File: config.mk
export PLATFORM = sky130hd
export DESIGN_NAME = tcu_top
export DESIGN_NICKNAME = d
export VERILOG_FILES = /design/src/logic/tcu_pkg.sv /design/src/logic/tcu_evt_if.sv /design/src/logic/tcu_pinsamp.sv /design/src/logic/tcu_mstimer.sv /design/src/logic/tcu_top.sv
export VERILOG_INCLUDE_DIRS = /design/src /design/src/logic
export SDC_FILE = /design/constraint.sdc
export NUM_CORES = 1
export LEC_CHECK = 0
export BUFFER_PORTS_ARGS = -buffer_cell sky130_fd_sc_hd__buf_2
export CAP_MARGIN = 20
export CELL_PAD_IN_SITES_DETAIL_PLACEMENT = 1
export CELL_PAD_IN_SITES_GLOBAL_PLACEMENT = 1
export CORE_MARGIN = 2
export CORE_UTILIZATION = 45
export DETAILED_ROUTE_END_ITERATION = 6
export PLACE_DENSITY = 0.82
export SYNTH_ARGS = -nofsm -noshare
export SYNTH_HDL_FRONTEND = slang
export SYNTH_SLANG_ARGS = --single-unit
File: constraint.sdc
create_clock -name clock_in -period 4.65 [get_ports clock_in]
set_input_delay 0.2325 -clock clock_in [delete_from_list [all_inputs] [get_ports clock_in]]
set_output_delay 0.2325 -clock clock_in [all_outputs]
set_load 0.05 [all_outputs]
File: src/logic/tcu_params.svh
`ifndef TCU_PARAMS_SVH
`define TCU_PARAMS_SVH

// ==========================================
// Register offsets
`define TCU_A_CTRL  8'h88
`define TCU_A_MODE  8'h89
`define TCU_A_TL0   8'h8A
`define TCU_A_TL1   8'h8B
`define TCU_A_TH0   8'h8C
`define TCU_A_TH1   8'h8D
`define TCU_A_CLOCK_RATE_CONTROL 8'h8E
`define TCU_A_IE    8'hA8
`define TCU_A_IP    8'hB8
`define TCU_A_TIMER2_CONTROL 8'hC8
`define TCU_A_TIMER2_RELOAD_LOW  8'hCA
`define TCU_A_TIMER2_RELOAD_HIGH  8'hCB
`define TCU_A_TL2   8'hCC
`define TCU_A_TH2   8'hCD
`define TCU_A_MSPER 8'hD0
`define TCU_A_MSCTL 8'hD1
`define TCU_A_STS   8'hD8
`define TCU_A_MSK   8'hD9

// ==========================================
// Field positions
`define TCU_T0_BASE 0
`define TCU_T1_BASE 4
`define TCU_F_CT    2
`define TCU_F_GATE  3
`define TCU_TR0     4
`define TCU_TF0     5
`define TCU_TR1     6
`define TCU_TF1     7
`define TCU_CK_T0   3
`define TCU_CK_T1   4
`define TCU_CK_T2   5
`define TCU_T2_CT   1
`define TCU_T2_RUN  2
`define TCU_T2_GATE 3
`define TCU_T2_TF   7
`define TCU_MS_EN   0
`define TCU_S_TF0   0
`define TCU_S_TF1   1
`define TCU_S_TF2   2
`define TCU_S_MS    3

// ==========================================
// Reset values and timing
`define TCU_RST_MODE   8'h00
`define TCU_PRE_LAST   4'hB
`define TCU_PRE_FAST   2'h3
`define TCU_MS_TIME_NS 1000000
`define TCU_CLK_NS     4
`define TCU_MS_CYCLES  ((`TCU_MS_TIME_NS + `TCU_CLK_NS - 1) / `TCU_CLK_NS)
`endif

File: src/logic/tcu_pkg.sv
package tcu_pkg;
   // Timer 0/1 modes in field order
   typedef enum logic [1:0] {tcu_m13, tcu_m16, tcu_mrld, tcu_msplit} tcu_mode_e;
   // Result of one count step
   typedef struct packed {
      logic [7:0] th;
      logic [7:0] tl;
      logic       ovf;
   } tcu_step_s;
   // Core register state
   typedef struct packed {
      logic [7:0] ctrl, mode, tl0, th0, tl1, th1, clock_rate_control, ie, ip;
      logic [7:0] timer2_control, timer2_reload_low, timer2_reload_high, tl2, th2, msper, msctl, sts, msk;
      logic [7:0] rdata;
      logic       irq;
      logic [3:0] pre;
   } tcu_core_s;
   // Pin sampler state
   typedef struct packed {
      logic [1:0] cur;
      logic [1:0] prv;
      logic [1:0] gate;
   } tcu_samp_s;
   // Millisecond timer state
   typedef struct packed {
      logic [17:0] cyc;
      logic [7:0]  msn;
      logic        evt;
   } tcu_ms_s;
endpackage : tcu_pkg

File: src/logic/tcu_evt_if.sv
`timescale 1ns/1ns
// ==========================================
// Events and settings between core and helpers
interface tcu_evt_if;
   logic       ce;          // Clock enable
   logic [1:0] count_fall;  // Falling edge, timers 1 and 2
   logic [1:0] gate_lvl;    // Sampled gate, timers 1 and 2
   logic       ms_event;    // Millisecond period elapsed
   logic [7:0] ms_period;   // Period in milliseconds
   logic       ms_enable;   // Millisecond timer run
   modport samp (input ce, output count_fall, gate_lvl);
   modport mstm (input ce, ms_period, ms_enable, output ms_event);
   modport core (output ce, ms_period, ms_enable,
                 input count_fall, gate_lvl, ms_event);
endinterface : tcu_evt_if

File: src/logic/tcu_pinsamp.sv
`timescale 1ns/1ns
`include "tcu_params.svh"
// ==========================================
// Count and gate pin sampler
module tcu_pinsamp
   import tcu_pkg::*;
(
   // Clock and reset
   input  wire logic clock_in,
   input  wire logic sys_rst_in,
   // Pins, index 0 timer 1, index 1 timer 2
   input  wire logic [1:0] count_pin_in,
   input  wire logic [1:0] gate_pin_in,
   // Events to core
   tcu_evt_if.samp   ev
);
   tcu_samp_s r, n;  // Current and next state

   // Sample once per clock
   always_comb begin
      n = r;
      if (ev.ce) begin
         n.prv  = r.cur;
         n.cur  = count_pin_in;
         n.gate = gate_pin_in;
      end
   end

   always_ff @(posedge clock_in or posedge sys_rst_in) begin
      if (sys_rst_in) r <= '0;
      else r <= n;
   end

   // Edge from two consecutive samples
   assign ev.count_fall = r.prv & ~r.cur;
   assign ev.gate_lvl   = r.gate;
endmodule : tcu_pinsamp

File: src/logic/tcu_mstimer.sv
`timescale 1ns/1ns
`include "tcu_params.svh"
// ==========================================
// Millisecond software timer
module tcu_mstimer
   import tcu_pkg::*;
#(
   parameter int MS_CYCLES = `TCU_MS_CYCLES  // Clocks per millisecond
)
(
   // Clock and reset
   input  wire logic clock_in,
   input  wire logic sys_rst_in,
   // Settings and event
   tcu_evt_if.mstm   ev
);
   tcu_ms_s r, n;  // Current and next state

   // Count clocks to a millisecond, then milliseconds to period
   always_comb begin
      n = r;
      if (ev.ce) begin
         n.evt = 1'b0;
         if (!ev.ms_enable) begin
            n.cyc = '0;  // Stopped timer restarts from zero
            n.msn = '0;
         end else if (r.cyc == 18'(MS_CYCLES - 1)) begin
            n.cyc = '0;
            if (r.msn + 8'h1 == ev.ms_period) begin
               n.msn = '0;
               n.evt = 1'b1;
            end else begin
               n.msn = r.msn + 8'h1;
            end
         end else begin
            n.cyc = r.cyc + 18'h1;
         end
      end
   end

   always_ff @(posedge clock_in or posedge sys_rst_in) begin
      if (sys_rst_in) r <= '0;
      else r <= n;
   end

   assign ev.ms_event = r.evt;
endmodule : tcu_mstimer

File: src/logic/tcu_top.sv
// Local design decision: the plain strobed port.
`timescale 1ns/1ns
`include "tcu_params.svh"
// ==========================================
// Timer/counter unit: timers 0, 1, 2 and ms timer
module tcu_top
   import tcu_pkg::*;
#(
   parameter int MS_CYCLES = `TCU_MS_CYCLES  // Clocks per millisecond
)
(
   // Clock, reset, enable
   input  wire logic       clock_in,
   input  wire logic       sys_rst_in,
   input  wire logic       ce_in,
   // Register port
   input  wire logic [7:0] addr_in,
   input  wire logic [7:0] wr_data_in,
   input  wire logic       wr_in,
   input  wire logic       rd_in,
   output logic      [7:0] rd_data_out,
   // External count and gate pins
   input  wire logic       timer1_count_input_in,
   input  wire logic       timer1_gate_input_in,
   input  wire logic       timer2_count_input_in,
   input  wire logic       timer2_gate_input_in,
   // Interrupt
   output logic            irq_out
);

   // ==========================================
   // Helper functions

   // Prescaler tick: every 4 or every 12 clocks
   function automatic logic tcu_tick(input logic fast, input logic [3:0] pre);
      if (fast) begin
         tcu_tick = (pre[1:0] == `TCU_PRE_FAST);
      end else begin
         tcu_tick = (pre == `TCU_PRE_LAST);
      end
   endfunction : tcu_tick

   // One increment of a timer 0/1 count pair
   function automatic tcu_step_s tcu_step(input tcu_mode_e m,
                                          input logic [7:0] th,
                                          input logic [7:0] tl);
      tcu_step_s  s;
      logic [16:0] w;
      s.th  = th;
      s.tl  = tl;
      s.ovf = 1'b0;
      w     = '0;
      case (m)
         // 13 bits: high byte and low five bits
         tcu_m13: begin
            w     = {4'h0, th, tl[4:0]} + 17'h1;
            s.th  = w[12:5];
            s.tl  = {tl[7:5], w[4:0]};
            s.ovf = w[13];
         end
         // Full 16 bits
         tcu_m16: begin
            w     = {1'b0, th, tl} + 17'h1;
            s.th  = w[15:8];
            s.tl  = w[7:0];
            s.ovf = w[16];
         end
         // Low byte, reloaded from high byte
         tcu_mrld: begin
            s.ovf = (tl == 8'hFF);
            s.tl  = s.ovf ? th : tl + 8'h1;
         end
         // Split: low byte only, high byte elsewhere
         default: begin
            s.ovf = (tl == 8'hFF);
            s.tl  = tl + 8'h1;
         end
      endcase
      tcu_step = s;
   endfunction : tcu_step

   // ==========================================
   // Declarations
   tcu_core_s  r, n;        // Register state and next
   tcu_mode_e  m0, m1;      // Timer 0/1 modes
   tcu_step_s  s0, s1;      // Step results
   logic       inc0;        // Timer 0 advance
   logic       inc1;        // Timer 1 advance
   logic       inc2;        // Timer 2 advance
   logic       inc0h;       // Split high byte advance
   logic       ct1, gt1;    // Timer 1 source and gate select
   logic [7:0] set;         // Status events this cycle
   logic [7:0] clr;         // Status clears this cycle
   logic [7:0] rmux;        // Read data mux
   logic [16:0] c2;         // Timer 2 incremented

   tcu_evt_if ev ();        // Core to helpers

   // ==========================================
   // Helpers
   tcu_pinsamp u_samp (
      .clock_in     (clock_in),
      .sys_rst_in   (sys_rst_in),
      .count_pin_in ({timer2_count_input_in, timer1_count_input_in}),
      .gate_pin_in  ({timer2_gate_input_in, timer1_gate_input_in}),
      .ev           (ev.samp)
   );

   tcu_mstimer #(.MS_CYCLES(MS_CYCLES)) u_ms (
      .clock_in   (clock_in),
      .sys_rst_in (sys_rst_in),
      .ev         (ev.mstm)
   );

   assign ev.ce        = ce_in;
   assign ev.ms_period = r.msper;
   assign ev.ms_enable = r.msctl[`TCU_MS_EN];

   // ==========================================
   // Count enables

   // Mode fields, timer 1 upper nibble, timer 0 lower
   assign m0  = tcu_mode_e'(r.mode[`TCU_T0_BASE +: 2]);
   assign m1  = tcu_mode_e'(r.mode[`TCU_T1_BASE +: 2]);
   assign ct1 = r.mode[`TCU_T1_BASE + `TCU_F_CT];
   assign gt1 = r.mode[`TCU_T1_BASE + `TCU_F_GATE];

   // Timer 0: prescaled clock only, no pin source
   assign inc0 = r.ctrl[`TCU_TR0] && tcu_tick(r.clock_rate_control[`TCU_CK_T0], r.pre);

   // Split mode high byte uses timer 1 run bit
   assign inc0h = (m0 == tcu_msplit) && r.ctrl[`TCU_TR1]
                  && tcu_tick(r.clock_rate_control[`TCU_CK_T0], r.pre);

   // Timer 1: halted in mode 3, gated, clock or pin
   assign inc1 = (m1 != tcu_msplit) && r.ctrl[`TCU_TR1]
                 && (!gt1 || ev.gate_lvl[0])
                 && (ct1 ? ev.count_fall[0]
                         : tcu_tick(r.clock_rate_control[`TCU_CK_T1], r.pre));

   // Timer 2: same sources, 16-bit with reload
   assign inc2 = r.timer2_control[`TCU_T2_RUN]
                 && (!r.timer2_control[`TCU_T2_GATE] || ev.gate_lvl[1])
                 && (r.timer2_control[`TCU_T2_CT] ? ev.count_fall[1]
                     : tcu_tick(r.clock_rate_control[`TCU_CK_T2], r.pre));

   assign s0 = tcu_step(m0, r.th0, r.tl0);
   assign s1 = tcu_step(m1, r.th1, r.tl1);
   assign c2 = {1'b0, r.th2, r.tl2} + 17'h1;

   // ==========================================
   // Read data mux
   always_comb begin
      case (addr_in)
         // Flags mirror status bits
         `TCU_A_CTRL:  rmux = {r.sts[`TCU_S_TF1], r.ctrl[`TCU_TR1],
                               r.sts[`TCU_S_TF0], r.ctrl[`TCU_TR0], r.ctrl[3:0]};
         `TCU_A_MODE:  rmux = r.mode;
         `TCU_A_TL0:   rmux = r.tl0;
         `TCU_A_TH0:   rmux = r.th0;
         `TCU_A_TL1:   rmux = r.tl1;
         `TCU_A_TH1:   rmux = r.th1;
         `TCU_A_CLOCK_RATE_CONTROL: rmux = r.clock_rate_control;
         `TCU_A_IE:    rmux = r.ie;
         `TCU_A_IP:    rmux = r.ip;
         `TCU_A_TIMER2_CONTROL: rmux = {r.sts[`TCU_S_TF2], 3'h0, r.timer2_control[3:0]};
         `TCU_A_TIMER2_RELOAD_LOW:  rmux = r.timer2_reload_low;
         `TCU_A_TIMER2_RELOAD_HIGH:  rmux = r.timer2_reload_high;
         `TCU_A_TL2:   rmux = r.tl2;
         `TCU_A_TH2:   rmux = r.th2;
         `TCU_A_MSPER: rmux = r.msper;
         `TCU_A_MSCTL: rmux = r.msctl;
         `TCU_A_STS:   rmux = r.sts;
         `TCU_A_MSK:   rmux = r.msk;
         // Unmapped reads as zero
         default:      rmux = 8'h00;
      endcase
   end

   // ==========================================
   // Next state
   always_comb begin
      n   = r;
      set = 8'h00;
      clr = 8'h00;
      if (ce_in) begin
         // Prescaler, 0 to 11
         n.pre = (r.pre == `TCU_PRE_LAST) ? 4'h0 : r.pre + 4'h1;

         // Timer 0 low part, or whole in modes 0 to 2
         if (inc0) begin
            n.th0 = s0.th;
            n.tl0 = s0.tl;
            set[`TCU_S_TF0] = s0.ovf;
         end

         // Split mode high byte flags timer 1
         if (inc0h) begin
            n.th0 = r.th0 + 8'h1;
            set[`TCU_S_TF1] = (r.th0 == 8'hFF);
         end

         // Timer 1
         if (inc1) begin
            n.th1 = s1.th;
            n.tl1 = s1.tl;
            set[`TCU_S_TF1] = set[`TCU_S_TF1] | s1.ovf;
         end

         // Timer 2 reloads on overflow
         if (inc2) begin
            if (c2[16]) begin
               n.th2 = r.timer2_reload_high;
               n.tl2 = r.timer2_reload_low;
               set[`TCU_S_TF2] = 1'b1;
            end else begin
               n.th2 = c2[15:8];
               n.tl2 = c2[7:0];
            end
         end

         // Millisecond event
         set[`TCU_S_MS] = ev.ms_event;

         // Register writes win over counting
         if (wr_in) begin
            case (addr_in)
               `TCU_A_CTRL:  n.ctrl  = wr_data_in;
               `TCU_A_MODE:  n.mode  = wr_data_in;
               `TCU_A_TL0:   n.tl0   = wr_data_in;
               `TCU_A_TH0:   n.th0   = wr_data_in;
               `TCU_A_TL1:   n.tl1   = wr_data_in;
               `TCU_A_TH1:   n.th1   = wr_data_in;
               `TCU_A_CLOCK_RATE_CONTROL: n.clock_rate_control = wr_data_in;
               `TCU_A_IE:    n.ie    = wr_data_in;
               `TCU_A_IP:    n.ip    = wr_data_in;
               `TCU_A_TIMER2_CONTROL: n.timer2_control = {4'h0, wr_data_in[3:0]};
               `TCU_A_TIMER2_RELOAD_LOW:  n.timer2_reload_low  = wr_data_in;
               `TCU_A_TIMER2_RELOAD_HIGH:  n.timer2_reload_high  = wr_data_in;
               `TCU_A_TL2:   n.tl2   = wr_data_in;
               `TCU_A_TH2:   n.th2   = wr_data_in;
               `TCU_A_MSPER: n.msper = wr_data_in;
               `TCU_A_MSCTL: n.msctl = {7'h00, wr_data_in[`TCU_MS_EN]};
               `TCU_A_STS:   clr     = wr_data_in;
               `TCU_A_MSK:   n.msk   = {4'h0, wr_data_in[3:0]};
               // Unmapped write ignored
               default:      ;
            endcase
         end

         // Sticky status, set beats clear
         n.sts = (r.sts & ~clr) | set;

         // Read data for the next cycle only
         n.rdata = rd_in ? rmux : 8'h00;

         // Level interrupt from unmasked status
         n.irq = |(n.sts & n.msk);
      end
   end

   // ==========================================
   // State register
   always_ff @(posedge clock_in or posedge sys_rst_in) begin
      if (sys_rst_in) begin
         r      <= '0;
         r.mode <= `TCU_RST_MODE;
      end else begin
         r <= n;
      end
   end

   // Outputs straight from flops
   assign rd_data_out = r.rdata;
   assign irq_out     = r.irq;
endmodule : tcu_top

==> impl_results.md, run 1 <==
- Required time worst endpoint: about 5.0 ns
- Initial Utilization: between 40 and 50%
- Post-synth EDFFs: 0
- DRT iter0 DRCs: 1246
- Status: complete, no violations
- Total power: between 3 and 4 mW
- CTS tree: done
- Footprint of the multi-input gates: between 0.006 and 0.007 mm^2
- Root Buffer: clkbuf_16
- Number of global-route vias before repair: 10330
- Largest net degree at the start of global routing: 178
- Period minus WS final: between 2 and 3 ns
- Detailed placement HPWL: around 28 mm
- P_sw: ~1.1 mW
- Final setup fails: 0
- Core area: 0.02425 mm^2
- Worst Max-Slew Pin Slew: between 1 and 1.5 ns
- P per Cell Area: between 300 and 400 mW/mm^2
- # fillers: ~2800
- Syn_area_per_cell: 9.181 um^2
- Finished Layout Cells: between 1500 and 2000
- Netlist cell types: between 80 and 90
- Placed cell count: approximately 1500
- Overflow after GRT: 0
- Clock buffer depth: 2
- Antenna diodes: 0
- Syn_nets: 1241
- RSZ-0062 raised after global routing: no
- Main synth FF type: dfrtp_1
- Crit path capture type: register
- # DRC: 0
- CTS H-Tree Depth: 4
- Die height: between 150 and 200 um
- Latest clock arrival within the worst-skew pair: about 0.45 ns
- Initial antenna violation count: 2
- Syn Std Cell Area: roughly 0.011 mm^2
- Routed WL per cell: ~26 um
- Worst Hold Class: in2reg
- Share of post-route cells with drive strength above 1: 16.20%
- Area growth syn-to-layout: 7.609%
- Combinational Power Share: between 10% and 20%
- Fin crit share: approximately 58%
- Max Slew Vio Count: 0
- IO buf count: 33
- WP data arrival: a little over 3 ns
- Post-synth ARST share: 100.0%
- Maxcap violations: 0
- Nets@finish: ~1200
- CP Max Fanout: 9
- CTS Buf Count: 17
- Design Area, Final: between 0.01 and 0.015 mm^2
- WHS: around 0.028 ns
- Post-CTS Setup Inserts: 0
- Type of the worst setup path: reg2reg
- Pleak: between 4 and 5 nW
- Switching portion of total power: between 30% and 40%
- Reg area: between 0.004 and 0.005 mm^2
- P_int: 2.607 mW
- Count of final hold-check violations: 0
- Global placer's final weighted congestion: around 1.0
- Peak VDD IR: around 0.20 mV
- Seq pwr share: 47.7%
- Max Fclk: about 370 MHz
- Clk pwr share: about two fifths
- Initial DRT Pass Iterations: 7
- Die width: between 150 and 200 um
- Final Skew: between 0.01 and 0.015 ns
- Vias per Instance: ~6.8
- Io pins: 34
- Hold_buf cts: 0
- Vias: around 10000
- CTS clk-pin slew, worst paths: roughly 0.07 ns
- Antenna Nets Post-Route: 0
- CTS resizes: 0
- Synth Register Bits: roughly 180
- CTS sink cnt: ~180
- WL final: ~40 mm
- Slew margin rel.: ~28%
- First-pass GRT wire length: 62.32 mm
- Number of synthesis warnings: 0
- GRT Resource Usage Total: 31.41%
- Crit start category: register
- Synth Instances: roughly 1200
- Placed Area: 0.01137 mm^2
- Cell Rows: 57
- Setup TNS: 0 ns
- Die ar.: 0.02594 mm^2
- Register area share after synthesis: between 30% and 40%
## state kept, by name, summed over array words and instances, names as in the netlist
register            cells
r                     120
u_ms.r                 26
ev.ms_period            8
rd_data_out             8
u_samp.r                4
m0                      2
m1                      2
u_samp.ev.gate_lvl      2
ct1                     1
ev.ms_enable            1
gt1                     1
irq_out                 1
u_ms.ev.ms_event        1
## through the flow
stage,util (%),setup slack (ns)
after floorplan,-,2.151
after global placement,46.88,1.737
after detailed placement,46.88,1.623
after CTS,49.26,1.923
after global routing,49.26,1.718
final,49.26,1.935
## layout by cell type (no fill, tap or decap), types with 8 or more instances in the layout
master,instances
a211oi_1,13
a21o_1,17
a21oi_1,68
a22o_1,14
a22oi_1,17
a31oi_1,10
a32oi_1,9
and2_1,13
and3_1,19
buf_2,32
buf_4,8
clkbuf_16,17
dfrtp_1,177
inv_1,29
mux2_2,88
mux2i_1,26
nand2_1,111
nand2b_1,9
nand3_1,63
nand4_1,26
nor2_1,77
nor2b_1,11
nor3_1,27
o21ai_0,70
o22ai_1,21
o2bb2ai_1,11
or3_1,9
xnor2_1,14
xor2_1,14
## cell usage after synthesis, types with 6 or more instances
| master | instances | area share (%) |
|---|---|---|
| buf_1 | 6 | 0.20 |
| nor3b_1 | 6 | 0.41 |
| o2bb2ai_1 | 11 | 0.87 |
| a22oi_1 | 17 | 1.1 |
| nand2_1 | 111 | 3.8 |
| a21oi_1 | 68 | 3.1 |
| buf_4 | 9 | 0.61 |
| a21o_1 | 17 | 1.1 |
| a211oi_1 | 13 | 0.88 |
| xnor2_1 | 14 | 1.1 |
| ha_1 | 7 | 0.79 |
| a22o_1 | 14 | 1.1 |
| and3_1 | 19 | 1.1 |
| xor2_1 | 14 | 1.1 |
| nor2b_1 | 11 | 0.62 |
| dfrtp_1 | 177 | 40 |
| mux2_2 | 88 | 8.9 |
| o32ai_1 | 7 | 0.55 |
| and2_1 | 13 | 0.73 |
| clkbuf_1 | 63 | 2.1 |
| a31oi_1 | 10 | 0.56 |
| o21ai_0 | 70 | 3.2 |
| buf_2 | 11 | 0.50 |
| inv_1 | 30 | 1.0 |
| and4_1 | 6 | 0.47 |
| nor2_1 | 77 | 2.6 |
| o21a_1 | 6 | 0.41 |
| nor4_1 | 7 | 0.39 |
| a32oi_1 | 9 | 0.71 |
| nand4_1 | 26 | 1.5 |
| or3_1 | 9 | 0.51 |
| o211ai_1 | 7 | 0.47 |
| o22ai_1 | 21 | 1.2 |
| o31ai_1 | 6 | 0.41 |
| mux2i_1 | 26 | 2.3 |
| nand3_1 | 63 | 2.8 |
| nand2b_1 | 9 | 0.51 |
| nor3_1 | 27 | 1.2 |
## cells by family after synthesis
| kind of cell | share of synthesized area [%] |
|---|---|
| adders and majority gates | 0.7891 |
| and+or+nand+nor | 20.39 |
| xor gates and xnor gates | 2.209 |
| buffers and inverters | 4.498 |
| muxes | 11.68 |
| DFF | 39.91 |
| AOI/OAI and AO/OA | 20.53 |
## layout make-up
class / instances / share of cell area, %
multi-input combinational: 912 / 51.72
sequential: 177 / 37.08
clock buffer: 20 / 3.740
tap: 324 / 3.394
timing repair buffer: 41 / 2.011
clock inverter: 11 / 1.079
inverter: 30 / 0.9742
## path summary, 6_finish.rpt
check | depth (start not counted) | start | to | slack, ns
setup / recovery | 7 | r[0]$_DFFE_PP0P_ | r[129]$_DFFE_PP0P_ | 1.94
hold / removal | 2 | timer1_count_input_in | u_samp.r[4]$_DFFE_PP0P_ | 0.03
setup reg to reg | 7 | r[0]$_DFFE_PP0P_ | r[129]$_DFFE_PP0P_ | 1.94
hold reg to reg | 1 | rd_data_out[1]$_DFFE_PP0P_ | rd_data_out[1]$_DFFE_PP0P_ | 0.49
max in group asynchronous | 3 | sys_rst_in | r[108]$_DFFE_PP0P_ | 3.89
min in group asynchronous | 3 | sys_rst_in | u_ms.r[14]$_DFFE_PP0P_ | 0.07
## routing by layer
metal	routed length (um)	vias up	part of all wire [%]	track usage [%]
met5	32	-	0.080	0
met1	16750	5265	42	43.25
met4	1663	4	4.2	13.64
met2	18240	475	46	48.15
met3	3275	121	8.2	6.523
li1	-	4459	-	-
## worst max-delay path, cell delays in order, from the launching register on
cell and delay [ns]:
dfrtp_1 0.39, ha_1 0.36, nand2_1 0.19, a211oi_2 0.63, nor2_1 0.29, a21o_1 0.28
o311a_1 0.30, o21ai_0 0.19
## power by group through the flow
stage,clock (mW),combinational (mW),sequential [mW]
2_1_floorplan,0,0.350,1.72
3_3_place_gp,0,0.441,1.79
3_5_place_dp,0,0.456,1.80
4_1_cts,1.50,0.461,1.77
5_1_grt,1.55,0.512,1.79
6_report,1.49,0.464,1.78
(Power assumes the default switching activity.)
==> run 2: changes to the inputs <==
Settings changed: ABC_AREA set to 1, CORE_UTILIZATION 45 to 46, PLACE_DENSITY 0.82 to 0.85.
Clock period 4.65 ns to 2.5 ns, I/O delays scaled along.
==> impl_results.md, run 2 <==
- Vias per Instance: 5.894
- Syn Std Cell Area: approximately 0.012 mm^2
- Synth top area share: 38.11%
- Placed Area: 0.01218 mm^2
- Peak VDD IR: 0.3636 mV
- Synth top cells by count: 521 x nand2_1, 202 x o21ai_0, 197 x inv_1
- XOR/XNOR Fraction of Synth Area: between 2 and 3%
- Antenna Nets Post-Route: 0
- R2R Path Start: r[0]$_DFFE_PP0P_
- CTS H-Tree Depth: 4
- Worst setup path start: r[0]$_DFFE_PP0P_
- CTS tree: done
- CTS Buf Count: 17
- Die width: roughly 160 um
- Wire length on met1: between 15 and 20 mm
- RSZ-0062 raised after global routing: no
- Pleak: approximately 6.1 nW
- Max incr delay on CP: 0.37 ns
- Slew margin rel.: 49.75%
- Die height: 163.0 um
- Most common cell after layout, fill and taps aside: nand2_1
- Overflow after GRT: 0
- Global placer's final weighted congestion: between 0.9 and 1
- IO buf count: 33
- Slowest cell on the critical path: dfrtp_1
- Main synth FF type: dfrtp_1
- Nets@finish: ~1800
- Wire length on met3: 3.318 mm
- Fin crit share: between 90% and 100%
- CTS clk-pin slew, worst paths: roughly 0.08 ns
- Die ar.: 0.02656 mm^2
- Largest regs: r (120), u_ms.r (26)
- Uppermost layer routed: met4
- Worst path top cell family by delay: simple AND/OR/NAND/NOR gates
- Simple-gate share of the synthesized area: 32.00%
- Top reg by flops: r
- Design Area, Final: about 0.013 mm^2
- Number of global-route vias before repair: ~13000
- Detailed placement HPWL: between 30 and 40 mm
- Buf/Inv on CP: 1
- Synth Register Bits: about 180
- Hold path startpoint: wr_data_in[2]
- Root Buffer: clkbuf_16
- Initial antenna violation count: 1
- Routed WL per cell: approximately 21 um
- Critical path, cell by cell: ha_1, nand3_1, o21ai_1, nand3_1, inv_1, nand2_1, nand3_1, nand2_1, nand3_1, nor2_1, nor2_1
- Max Slew Vio Count: 0
- # DRC: 0
- First-pass GRT wire length: about 70 mm
- Cell mode on critical path: nand3_1
- Initial DRT Pass Iterations: 6
- Number of synthesis warnings: 0
- Initial Utilization: a little under half
- Syn_area_per_cell: 6.684 um^2
- Commonest cells after routing, fill and taps aside: 521 x nand2_1, 201 x o21ai_0, 195 x inv_1
- Count of final hold-check violations: 0
- DRT iter0 DRCs: around 1300
- Ranking of synthesized cells by area: dfrtp_1 38%, nand2_1 17%, o21ai_0 8.7%
- Share of post-route cells with drive strength above 1: roughly 7.8%
- Post-synth EDFFs: 0
- Core Util, Final: between 50% and 60%
- Compound-gate portion of the synthesized area: around 17%
- Most common cell in the netlist: nand2_1
- Crit path capture type: register
- Max Fclk: 425.2 MHz
- WP data arrival: 2.72 ns
- Final Skew: roughly 0.012 ns
- Max FFs per register: 120
- Worst Hold Class: in2reg
- Crit start category: register
- CTS sink cnt: 177
- Io pins: 34
- Setup TNS: 0 ns
- Largest family of logic cells by synthesized area: simple AND/OR/NAND/NOR gates
- Latest clock arrival within the worst-skew pair: 0.45 ns
- Antenna diodes: 0
- Post-synthesis mux area share: less than 1%
- Synth Instances: about 1700
- Period minus WS final: around 2.4 ns
- Register area share after synthesis: around two fifths
- Type of the worst setup path: reg2reg
- Most area-hungry cell type in the Yosys netlist: dfrtp_1
- GRT Resource Usage Total: 34.90%
- Core area: between 0.02 and 0.025 mm^2
- Post-synth ARST share: 100.0%
- Area growth syn-to-layout: 10.62%
- Worst Max-Slew Pin Slew: 0.7521 ns
- Status: complete, no violations
- Post-synthesis adder-cell area fraction: 0.7535%
- Netlist cell types: 44
- P per Cell Area: 591.0 mW/mm^2
- Required time worst endpoint: roughly 2.9 ns
- Final setup fails: 0
- Syn_nets: 1771
- Maxcap violations: 0
- Cell Rows: between 50 and 60
- Largest net degree at the start of global routing: 57
- WL final: between 40 and 50 mm
- CP Max Fanout: 7
- Clock buffer depth: 2
- Met2 WL post-DR: about 21 mm
- Vias: around 12000
[run 2: cell types whose count changed in the layout (fill, tap and decap cells not counted), moves of 19 or more]
cell,previous run,this run
mux2i_1,26,2
nor2_1,77,178
o21ai_0,70,201
nand2_1,111,521
buf_4,8,35
nand3_1,63,100
and3_1,19,0
a21oi_1,68,101
inv_1,29,195
mux2_2,88,0
[run 2: cell families (layout without fill, tap and decap cells)]
logic type / Yosys count / count (layout)
and+or+nand+nor: 883 / 883
AOI/OAI and AO/OA: 364 / 364
buffers and inverters: 267 / 312
DFF: 177 / 177
xor gates and xnor gates: 39 / 39
adders and majority gates: 7 / 7
muxes: 2 / 2
[run 2: worst min-delay path, delay by kind of cell]
| kind | cells | cell delay, ns |
|---|---|---|
| AOI/OAI and AO/OA | 1 | 0.07 |
| buffers and inverters | 1 | 0.17 |
| and+or+nand+nor | 1 | 0.08 |
[run 2: where the power goes]
group          internal, mW  total (mW)  switching (mW)
registers              3.14        3.51           0.365
clock network          1.34        2.75            1.40
logic                 0.436        1.35           0.910
total                  4.92        7.60            2.68
[run 2: final timing paths]
check	to	slack, ns	cells past startpoint
worst max-delay path	irq_out$_DFFE_PP0P_	0.15	11
min in group asynchronous	r[74]$_DFFE_PP0P_	0.35	3
worst min register to register	rd_data_out[2]$_DFFE_PP0P_	0.48	2
worst min-delay path	r[87]$_DFFE_PP0P_	0.04	3
max in group asynchronous	u_ms.r[6]$_DFFE_PP0P_	1.36	4
worst max register to register	irq_out$_DFFE_PP0P_	0.15	11
[run 2: layer usage]
metal	vias up	GRT usage, %
li1	5683	-
met1	6096	44.89
met2	511	56.76
met3	170	6.264
met4	0	16.85
met5	-	0.9470
[run 2: repair_timing]
| item | CTS | global route |
|---|---|---|
| setup endpoints to repair | 0 | 12 |
| endpoints found under the hold margin | 32 | 0 |
| setup buffers | 0 | 3 |
| hold buffers | 6 | 0 |
| gates resized for setup | 0 | 2 |
[run 2: through the flow]
| step | setup WS, ns | hold WS [ns] | instances | power, mW |
|---|---|---|---|---|
| after floorplan | 0.1084 | 0.2257 | 1739 | 4.321 |
| after CTS | 0.008547 | 0.02792 | 2111 | 7.566 |
| final | 0.1483 | 0.03851 | 2114 | 7.600 |
| after detailed placement | 0.1597 | 0.3032 | 2073 | 4.849 |
| after global routing | 0.007157 | 0.04897 | 2114 | 7.925 |
| after global placement | 0.2104 | 0.2785 | 2073 | 4.770 |
[run 2: final cells by class]
cell class | count | area, um^2
sequential | 177 | 4429
inverter | 203 | 769.5
tap | 330 | 412.9
multi-input combinational | 1295 | 6108
clock inverter | 15 | 165.2
clock buffer | 17 | 425.4
timing repair buffer | 77 | 548.0
fill | 3364 | 12110
